## src/rtl/card_irq_pkg.sv

```systemverilog
// Constants shared by the smart card interrupt flag logic.
// Assumes byte addressing on the register bus, one 32-bit word per register.
package card_irq_pkg;

  // Register indices; the byte address is four times the index
  localparam logic [15:0] SELECT_IDX  = 16'hfe00;
  localparam logic [15:0] STATUS_IDX  = 16'hfe01;
  localparam logic [15:0] ENABLE_IDX  = 16'hfe02;
  localparam logic [15:0] MODE_IDX    = 16'hfe10;
  localparam logic [15:0] LIMIT_IDX   = 16'hfe11;
  localparam int          ADDR_W      = 18;
  localparam int          WORD_LSB    = 2;

  // Reset values
  localparam logic [7:0]  STATUS_RST  = 8'h00;
  localparam logic [7:0]  ENABLE_RST  = 8'h00;
  localparam logic [1:0]  SELECT_RST  = 2'h0;
  localparam logic [4:0]  MODE_RST    = 5'h00;
  localparam logic [7:0]  LIMIT_RST   = 8'h00;

  // Status and enable bit positions
  localparam int WAIT_TIMEOUT_BIT = 7;
  localparam int CARD_EVENT_BIT   = 6;
  localparam int SUPPLY_TIMER_BIT = 5;
  localparam int RX_AVAILABLE_BIT = 4;
  localparam int TX_EVENT_BIT     = 3;
  localparam int BYTE_SENT_BIT    = 2;
  localparam int TX_ERROR_BIT     = 1;
  localparam int RX_ERROR_BIT     = 0;

  // Flags cleared by reading the status register
  localparam logic [7:0] READ_CLEAR_MASK = 8'he4;
  // Flags cleared by reading the transmit control register
  localparam logic [7:0] TX_READ_CLEAR_MASK = 8'h0a;
  // Flags cleared by reading the receive control register
  localparam logic [7:0] RX_READ_CLEAR_MASK = 8'h01;

  // Select register layout
  localparam int SEL_LSB    = 2;
  localparam int BYPASS_BIT = 1;
  localparam logic [1:0] SEL_NONE     = 2'h0;
  localparam logic [1:0] SEL_EXTERNAL = 2'h1;

  // Mode register layout
  localparam int SYNC_MODE_BIT   = 0;
  localparam int CLOCK_STOP_BIT  = 1;
  localparam int BLOCK_PROTO_BIT = 2;
  localparam int BREAK_DET_BIT   = 3;
  localparam int POWER_DOWN_BIT  = 4;

endpackage : card_irq_pkg

```

## src/rtl/card_irq_flags.sv

```systemverilog
// Smart card interrupt status and enable registers with one interrupt line.
// Assumes all event inputs are synchronous to clock_i; strobes are one cycle.
//
// Behaviour
// - Timeout flag, bit 7, sets on ATR or wait timeout in async operation.
// - Sync mode: bit 7 sets when receive-length counter reaches its loaded maximum.
// - Sync clock-stop mode: bit 7 is the receive-length terminal-count interrupt.
// - Card-event flag, bit 6, sets on card insert, removal or interface fault.
// - Card-event logic works with logic clock gated off or power-down set.
// - Status read clears bits 7, 6, 5 and 2.
// - Supply-timer flag, bit 5, sets when the supply stable timer expires.
// - Bit 4 follows non-empty receive FIFO; a status read never clears it.
// - Bypass mode: bit 4 rises on each falling edge of card I/O.
// - Tx-event flag, bit 3, sets on tx empty or full; transmit control read clears.
// - Byte-sent flag, bit 2, sets per byte sent, and after CRC/LRC in block mode.
// - Character mode with break detection: break at byte end suppresses byte-sent.
// - Tx-error flag, bit 1, sets on break or underrun; transmit control read clears.
// - Rx-error flag, bit 0, on overrun or parity error; receive control read clears.
// - Enable bit 1 passes its flag to the interrupt; 0 blocks, flag still sets.
// - Enable bits share status positions; bit 7 covers timeout and length limit.
// - Enable register resets to zero.
// - Flags follow the card interface chosen by the select field.
// - Status register at index 0xFE01 (byte address 0x3F804), reset to zero.
`timescale 1ns/1ps
`default_nettype none

module card_irq_flags #(
  parameter int COUNT_W = 8
) (
  input  wire logic                             clock_i,
  input  wire logic                             resetn_i,
  // Avalon-MM slave
  input  wire logic [card_irq_pkg::ADDR_W-1:0]  address_i,
  input  wire logic                             read_i,
  input  wire logic                             write_i,
  input  wire logic [31:0]                      writedata_i,
  input  wire logic [3:0]                       byteenable_i,
  output logic      [31:0]                      readdata_o,
  output logic                                  waitrequest_o,
  // Card side events
  input  wire logic                             logic_clk_en_i,
  input  wire logic                             card_detect_ext_i,
  input  wire logic                             card_detect_int_i,
  input  wire logic                             iface_fault_i,
  input  wire logic                             atr_timeout_i,
  input  wire logic                             wait_timeout_i,
  input  wire logic                             length_step_i,
  input  wire logic                             supply_timer_done_i,
  input  wire logic                             rx_fifo_not_empty_i,
  input  wire logic                             card_io_i,
  input  wire logic                             tx_empty_i,
  input  wire logic                             tx_full_i,
  input  wire logic                             byte_sent_i,
  input  wire logic                             check_byte_sent_i,
  input  wire logic                             break_at_end_i,
  input  wire logic                             break_detected_i,
  input  wire logic                             tx_underrun_i,
  input  wire logic                             rx_overrun_i,
  input  wire logic                             rx_parity_err_i,
  input  wire logic                             tx_ctl_read_i,
  input  wire logic                             rx_ctl_read_i,
  // Interrupt to the processor
  output logic                                  irq_o
);

  ////////////////////////////////////////////////////////////////////////////

  typedef struct packed {
    logic               wait_n;
    logic [7:0]         rdata;
    logic [7:0]         status;
    logic [7:0]         enable;
    logic [1:0]         select;
    logic               bypass;
    logic [4:0]         mode;
    logic [COUNT_W-1:0] limit;
    logic [COUNT_W-1:0] count;
    logic               step_prev;
    logic               io_prev;
    logic               det_ext_prev;
    logic               det_int_prev;
    logic               tx_ind_prev;
    logic               tx_err_prev;
    logic               irq;
  } state_type;

  state_type state_reg;
  state_type state_next;

  function automatic logic hits(input logic [card_irq_pkg::ADDR_W-1:0] addr,
                                input logic [15:0] idx);
    hits = addr[card_irq_pkg::ADDR_W-1:card_irq_pkg::WORD_LSB] == idx;
  endfunction

  function automatic logic fall(input logic prev, input logic cur);
    fall = prev & ~cur;
  endfunction

  ////////////////////////////////////////////////////////////////////////////

  logic               accept;
  logic               do_read;
  logic               do_write;
  logic               sync_mode;
  logic               block_mode;
  logic               uart_live;
  logic               det_edge;
  logic               limit_hit;
  logic [COUNT_W-1:0] count_inc;
  logic [7:0]         event_set;
  logic [7:0]         clear_mask;
  logic               tx_ind;
  logic               tx_err;
  logic               suppress_sent;

  always_comb begin
    state_next = state_reg;

    // One accept per request; the cycle after acks is a gap
    accept   = (read_i | write_i) & state_reg.wait_n;
    do_read  = accept & read_i;
    do_write = accept & write_i & byteenable_i[0];

    sync_mode  = state_reg.mode[card_irq_pkg::SYNC_MODE_BIT];
    block_mode = state_reg.mode[card_irq_pkg::BLOCK_PROTO_BIT];

    // UART sources only count for a selected, clocked, powered interface
    uart_live = (state_reg.select != card_irq_pkg::SEL_NONE) & logic_clk_en_i
              & ~state_reg.mode[card_irq_pkg::POWER_DOWN_BIT];

    // Card detect of the selected slot; never gated by clock or power-down
    if (state_reg.select == card_irq_pkg::SEL_NONE) begin
      det_edge = 1'b0;
    end else if (state_reg.select == card_irq_pkg::SEL_EXTERNAL) begin
      det_edge = state_reg.det_ext_prev ^ card_detect_ext_i;
    end else begin
      det_edge = state_reg.det_int_prev ^ card_detect_int_i;
    end

    // Receive-length counter steps on falling edges of clock or ETU
    count_inc = state_reg.count + COUNT_W'(1);
    limit_hit = 1'b0;
    if (uart_live & sync_mode & fall(state_reg.step_prev, length_step_i)
        & (state_reg.count != state_reg.limit)) begin
      state_next.count = count_inc;
      limit_hit        = count_inc == state_reg.limit;
    end

    tx_ind = tx_empty_i | tx_full_i;
    tx_err = break_detected_i | tx_underrun_i;
    suppress_sent = ~block_mode & state_reg.mode[card_irq_pkg::BREAK_DET_BIT]
                  & break_at_end_i;

    event_set = 8'h00;
    event_set[card_irq_pkg::WAIT_TIMEOUT_BIT] = uart_live
      & (sync_mode ? limit_hit : (atr_timeout_i | wait_timeout_i));
    event_set[card_irq_pkg::CARD_EVENT_BIT] = det_edge | iface_fault_i;
    event_set[card_irq_pkg::SUPPLY_TIMER_BIT] = uart_live & supply_timer_done_i;
    event_set[card_irq_pkg::TX_EVENT_BIT] = uart_live & tx_ind
      & ~state_reg.tx_ind_prev;
    event_set[card_irq_pkg::BYTE_SENT_BIT] = uart_live
      & ((byte_sent_i & ~suppress_sent) | (block_mode & check_byte_sent_i));
    event_set[card_irq_pkg::TX_ERROR_BIT] = uart_live & tx_err
      & ~state_reg.tx_err_prev;
    event_set[card_irq_pkg::RX_ERROR_BIT] = uart_live
      & (rx_overrun_i | rx_parity_err_i);

    clear_mask = 8'h00;
    if (do_read & hits(address_i, card_irq_pkg::STATUS_IDX)) begin
      clear_mask = clear_mask | card_irq_pkg::READ_CLEAR_MASK;
    end
    if (tx_ctl_read_i) begin
      clear_mask = clear_mask | card_irq_pkg::TX_READ_CLEAR_MASK;
    end
    if (rx_ctl_read_i) begin
      clear_mask = clear_mask | card_irq_pkg::RX_READ_CLEAR_MASK;
    end

    // Set beats clear so an event in the read cycle survives
    state_next.status = (state_reg.status & ~clear_mask) | event_set;

    // Data-available is a level, untouched by any register read
    if (state_reg.bypass) begin
      if (uart_live & fall(state_reg.io_prev, card_io_i)) begin
        state_next.status[card_irq_pkg::RX_AVAILABLE_BIT] = 1'b1;
      end else if (card_io_i) begin
        state_next.status[card_irq_pkg::RX_AVAILABLE_BIT] = 1'b0;
      end
    end else begin
      state_next.status[card_irq_pkg::RX_AVAILABLE_BIT] =
        uart_live & rx_fifo_not_empty_i;
    end

    // Edge history
    state_next.step_prev    = length_step_i;
    state_next.io_prev      = card_io_i;
    state_next.det_ext_prev = card_detect_ext_i;
    state_next.det_int_prev = card_detect_int_i;
    state_next.tx_ind_prev  = tx_ind;
    state_next.tx_err_prev  = tx_err;

    // Register writes
    if (do_write) begin
      if (hits(address_i, card_irq_pkg::SELECT_IDX)) begin
        state_next.select = writedata_i[card_irq_pkg::SEL_LSB +: 2];
        state_next.bypass = writedata_i[card_irq_pkg::BYPASS_BIT];
      end
      if (hits(address_i, card_irq_pkg::ENABLE_IDX)) begin
        state_next.enable = writedata_i[7:0];
      end
      if (hits(address_i, card_irq_pkg::MODE_IDX)) begin
        state_next.mode = writedata_i[4:0];
      end
      if (hits(address_i, card_irq_pkg::LIMIT_IDX)) begin
        // Loading a new maximum restarts the count
        state_next.limit = writedata_i[COUNT_W-1:0];
        state_next.count = '0;
      end
    end

    // Read data returns the value before any read side effect
    state_next.rdata = 8'h00;
    if (do_read) begin
      if (hits(address_i, card_irq_pkg::SELECT_IDX)) begin
        state_next.rdata = {4'h0, state_reg.select, state_reg.bypass, 1'b0};
      end else if (hits(address_i, card_irq_pkg::STATUS_IDX)) begin
        state_next.rdata = state_reg.status;
      end else if (hits(address_i, card_irq_pkg::ENABLE_IDX)) begin
        state_next.rdata = state_reg.enable;
      end else if (hits(address_i, card_irq_pkg::MODE_IDX)) begin
        state_next.rdata = {3'h0, state_reg.mode};
      end else if (hits(address_i, card_irq_pkg::LIMIT_IDX)) begin
        state_next.rdata = 8'(state_reg.count);
      end
    end
    state_next.wait_n = ~accept;

    // Computed from next values so the line tracks the flags cycle for cycle
    state_next.irq = |(state_next.status & state_next.enable);
  end

  ////////////////////////////////////////////////////////////////////////////

  always_ff @(posedge clock_i or negedge resetn_i) begin
    if (!resetn_i) begin
      state_reg.wait_n       <= 1'b1;
      state_reg.rdata        <= 8'h00;
      state_reg.status       <= card_irq_pkg::STATUS_RST;
      state_reg.enable       <= card_irq_pkg::ENABLE_RST;
      state_reg.select       <= card_irq_pkg::SELECT_RST;
      state_reg.bypass       <= 1'b0;
      state_reg.mode         <= card_irq_pkg::MODE_RST;
      state_reg.limit        <= COUNT_W'(card_irq_pkg::LIMIT_RST);
      state_reg.count        <= '0;
      state_reg.step_prev    <= 1'b0;
      state_reg.io_prev      <= 1'b1;
      state_reg.det_ext_prev <= 1'b0;
      state_reg.det_int_prev <= 1'b0;
      state_reg.tx_ind_prev  <= 1'b0;
      state_reg.tx_err_prev  <= 1'b0;
      state_reg.irq          <= 1'b0;
    end else begin
      state_reg <= state_next;
    end
  end

  assign readdata_o    = {24'h000000, state_reg.rdata};
  assign waitrequest_o = state_reg.wait_n;
  assign irq_o         = state_reg.irq;

endmodule : card_irq_flags

`default_nettype wire

```

## config.mk

```make
export PLATFORM = sky130hd
export DESIGN_NAME = card_irq_flags
export DESIGN_NICKNAME = d
export VERILOG_FILES = /design/src/rtl/card_irq_pkg.sv /design/src/rtl/card_irq_flags.sv
export SDC_FILE = /design/constraint.sdc
export NUM_CORES = 1
export LEC_CHECK = 0
export BUFFER_PORTS_ARGS = -buffer_cell sky130_fd_sc_hd__buf_2
export CORE_MARGIN = 2
export CORE_UTILIZATION = 49
export DETAILED_ROUTE_END_ITERATION = 10
export PLACE_DENSITY = 0.88
export SLEW_MARGIN = 20
export SYNTH_ARGS = -nofsm -noshare
export SYNTH_HDL_FRONTEND = slang
export SYNTH_SLANG_ARGS = --single-unit
```

## constraint.sdc

```tcl
create_clock -name clock_i -period 2.4 [get_ports clock_i]
set_input_delay 0.36 -clock clock_i [delete_from_list [all_inputs] [get_ports clock_i]]
set_output_delay 0.36 -clock clock_i [all_outputs]
set_load 0.1 [all_outputs]
```

==> impl_metrics.py <==
metrics = {
    "placed_design": {
        "place.gp.congestion": 0.894,
        "dp_hpwl_mm": 5.36,
        "dp_slack_ps": -258,
        "portBuffers": 59,
        "dpl.cell_count": 419,
    },
    "die": {
        "fp.dieArea_mm2": 0.00678,
        "core_mm2": 0.00592,
        "initial_utilization_pct": 50.8,
        "die_y_um": 82.3,
        "rows": 28,
        "boundaryPins": 113,
        "fp.dieW_um": 82.3,
    },
    "routing": {
        "wl_per_cell_um": 16.1,
        "vias": 2423,
        "drc": 0,
        "routed_wl_mm": 6.88,
        "dr.first_iter.drc_count": 303,
        "via_per_inst": 5.66,
        "dr.pass1.iters": 7,
        "final_antenna_net_count": 0,
    },
    "logic_synthesis": {
        "ys_ff_latch": 56,
        "synth_area_leaders": "dfrtp_1, buf_4, mux2_2",
        "synth.largest_area_cell": "dfrtp_1",
        "netlist_area_mm2": 0.00301,
        "syn_area_per_cell_um2": 10.5,
        "synth_ff_type": "dfrtp_1",
        "synth.distinct_cells": 54,
        "synth_common_cells": "dfrtp_1, buf_4, nor2_1, mux2_2, nand2_1",
        "ys_async_sr_fraction_pct": 100,
        "yosysMostFrequentCell": "dfrtp_1",
        "yosysSeqAreaShare_pct": 46.7,
        "synth_top_area_share_pct": 45.0,
        "ys_warn_count": 0,
        "syn_inst": 285,
        "synth_edf_count": 0,
    },
    "cells_and_area": {
        "instances_no_fill": 428,
        "fillers": 492,
        "n_antenna_cell": 0,
        "fin_util_pct": 58.7,
        "final_nets": 432,
        "seqCellArea_mm2": 0.00141,
        "largest_reg_flops": 45,
        "multi_input_area_mm2": 0.00139,
        "drive_gt1_share_pct": 32.3,
        "area_delta_synth_final_pct": 15.6,
    },
    "timing": {
        "final-max-slew-violation-count": 0,
        "post-route-min-period_ps": 2310,
        "setup_violations": 0,
        "fmax_ghz": 0.433,
        "worst_pin_slew_ps": 500,
        "finalCritPeriodShare_pct": 96.3,
        "worst_slack_ps": 89.5,
        "finalSetupTns_ps": 0,
        "fin_worst_skew_ps": 6.50,
        "hold_violations": 0,
        "slew_headroom_pct": 66.3,
    },
    "cts": {
        "clk_latency_ps": 310,
        "clockBufferDepth": 2,
        "cts_max_level": 2,
        "cts-buffers-inserted": 5,
        "clk_pin_slew_ps": 90,
        "cts_tree": "built",
        "post-cts-setup-buffers": 0,
        "clock-root-buffer": "clkbuf_8",
        "cts_sinks": 56,
    },
    "pwr": {
        "power_density_mw_per_mm2": 516,
        "leakage_nw": 1.72,
        "peakVddDrop_mv": 0.238,
    },
    "global_routing": {
        "grt_start_max_net_pins": 25,
        "gr-total-overflow": 0,
        "grt_pass1_vias": 2390,
        "antenna_found_initial": 0,
        "grtUsageTotal_pct": 22.7,
        "grt_pass1_wl_mm": 11.6,
    },
    "outcome": {
        "outcome": "completed",
    },
    "setup_path": {
        "cp.arrival_ps": 2480,
        "end_kind": "register",
        "worstSetupPathType": "input pin to register",
        "path_max_fanout": 3,
        "required_ps": 2570,
        "cp-start-kind": "input pin",
    },
    "worst_hold_path": {
        "hold_class": "input pin to register",
    },
    "run": {
        "drv_cap": 0,
    },
}
==> cells by family after synthesis <==
group,synth area share [%]
simple gates,15.7
flops,46.7
buf+inv,10.4
compound gates,11.9
mux,8.66
xor+xnor,6.12
fa+ha+maj,0.416
other cells,0.125
==> critical path, cell delays in order <==
cell       delay (ps)
buf_2             100
or4_4             550
or4_1             560
o21ai_1           240
a21boi_1          130
a2111oi_4         340
o2111ai_1         200
==> path summary, 6_finish.rpt <==
| check | from | endpoint | slack, ps | cells after the start |
|---|---|---|---|---|
| max | address_i[7] | irq_o | 90 | 7 |
| min | card_io_i | state_reg[5] | 150 | 1 |
| max reg2reg | waitrequest_o | irq_o | 230 | 6 |
| min reg2reg | state_reg[2] | state_reg[42] | 470 | 1 |
| max in group asynchronous | resetn_i | state_reg[5] | 1230 | 3 |
| min in group asynchronous | resetn_i | state_reg[21] | 480 | 2 |
==> layer usage <==
metal	vias to the layer above	GRT usage [%]	part of all wire, %	wire length (um)
li1	1101	-	-	-
met1	1159	30.7	42	2860
met2	152	36.8	47	3260
met3	11	4.67	9.2	634
met4	0	7.00	1.8	123
met5	-	0	0	0
==> what timing repair did <==
item                                    in CTS  in global routing
hold buffers                                 1                  0
endpoints found under the setup margin       0                  1
hold endpoints to repair                    15                  0
resized for setup                            0                  4
==> layout make-up <==
cell class	count	area share, %
inverters	11	1.19
multi-input cells	202	40.1
repair buffers	76	12.6
flip-flops and latches	56	40.5
clock buffers	8	2.88
well taps	75	2.70
==> cells in the final DEF (no fill, tap or decap), types with 2 or more instances in the layout <==
| master | Yosys | final |
|---|---|---|
| o21ai_1 | 1 | 2 |
| mux2i_1 | 2 | 2 |
| and4_1 | 3 | 3 |
| inv_1 | 11 | 11 |
| clkbuf_8 | 0 | 7 |
| o32ai_1 | 3 | 3 |
| buf_4 | 32 | 15 |
| xor2_1 | 8 | 8 |
| mux2_2 | 20 | 20 |
| nor2_1 | 21 | 21 |
| buf_2 | 3 | 59 |
| a222oi_1 | 5 | 5 |
| dfrtp_1 | 54 | 54 |
| and3_1 | 5 | 5 |
| o21ai_0 | 7 | 5 |
| a21boi_1 | 3 | 3 |
| xnor2_1 | 13 | 13 |
| a22oi_1 | 7 | 7 |
| nand3_1 | 10 | 10 |
| conb_1 | 1 | 24 |
| or2_2 | 2 | 2 |
| nor4b_1 | 2 | 2 |
| and2_1 | 5 | 5 |
| nand4_1 | 7 | 7 |
| a21oi_1 | 8 | 8 |
| nand2_1 | 19 | 19 |
==> per-stage QoR <==
step                hold WS, ps  total power [W]  cell area [um^2]
floorplan                  64.4          0.00120              3100
CTS                         145          0.00180              3460
detailed placement          295          0.00126              3350
global placement            287          0.00125              3350
finish                      153          0.00179              3470
global route                131          0.00187              3470
==> report_power, final <==
group / total, W / leakage, nW / switching (W) / internal [W]
registers: 0.000957 / 0.751 / 0.00000372 / 0.000953
clock network: 0.000554 / 0.0515 / 0.000290 / 0.000264
logic: 0.000281 / 0.916 / 0.000235 / 0.0000458
Power figures use the tool's default switching activity.
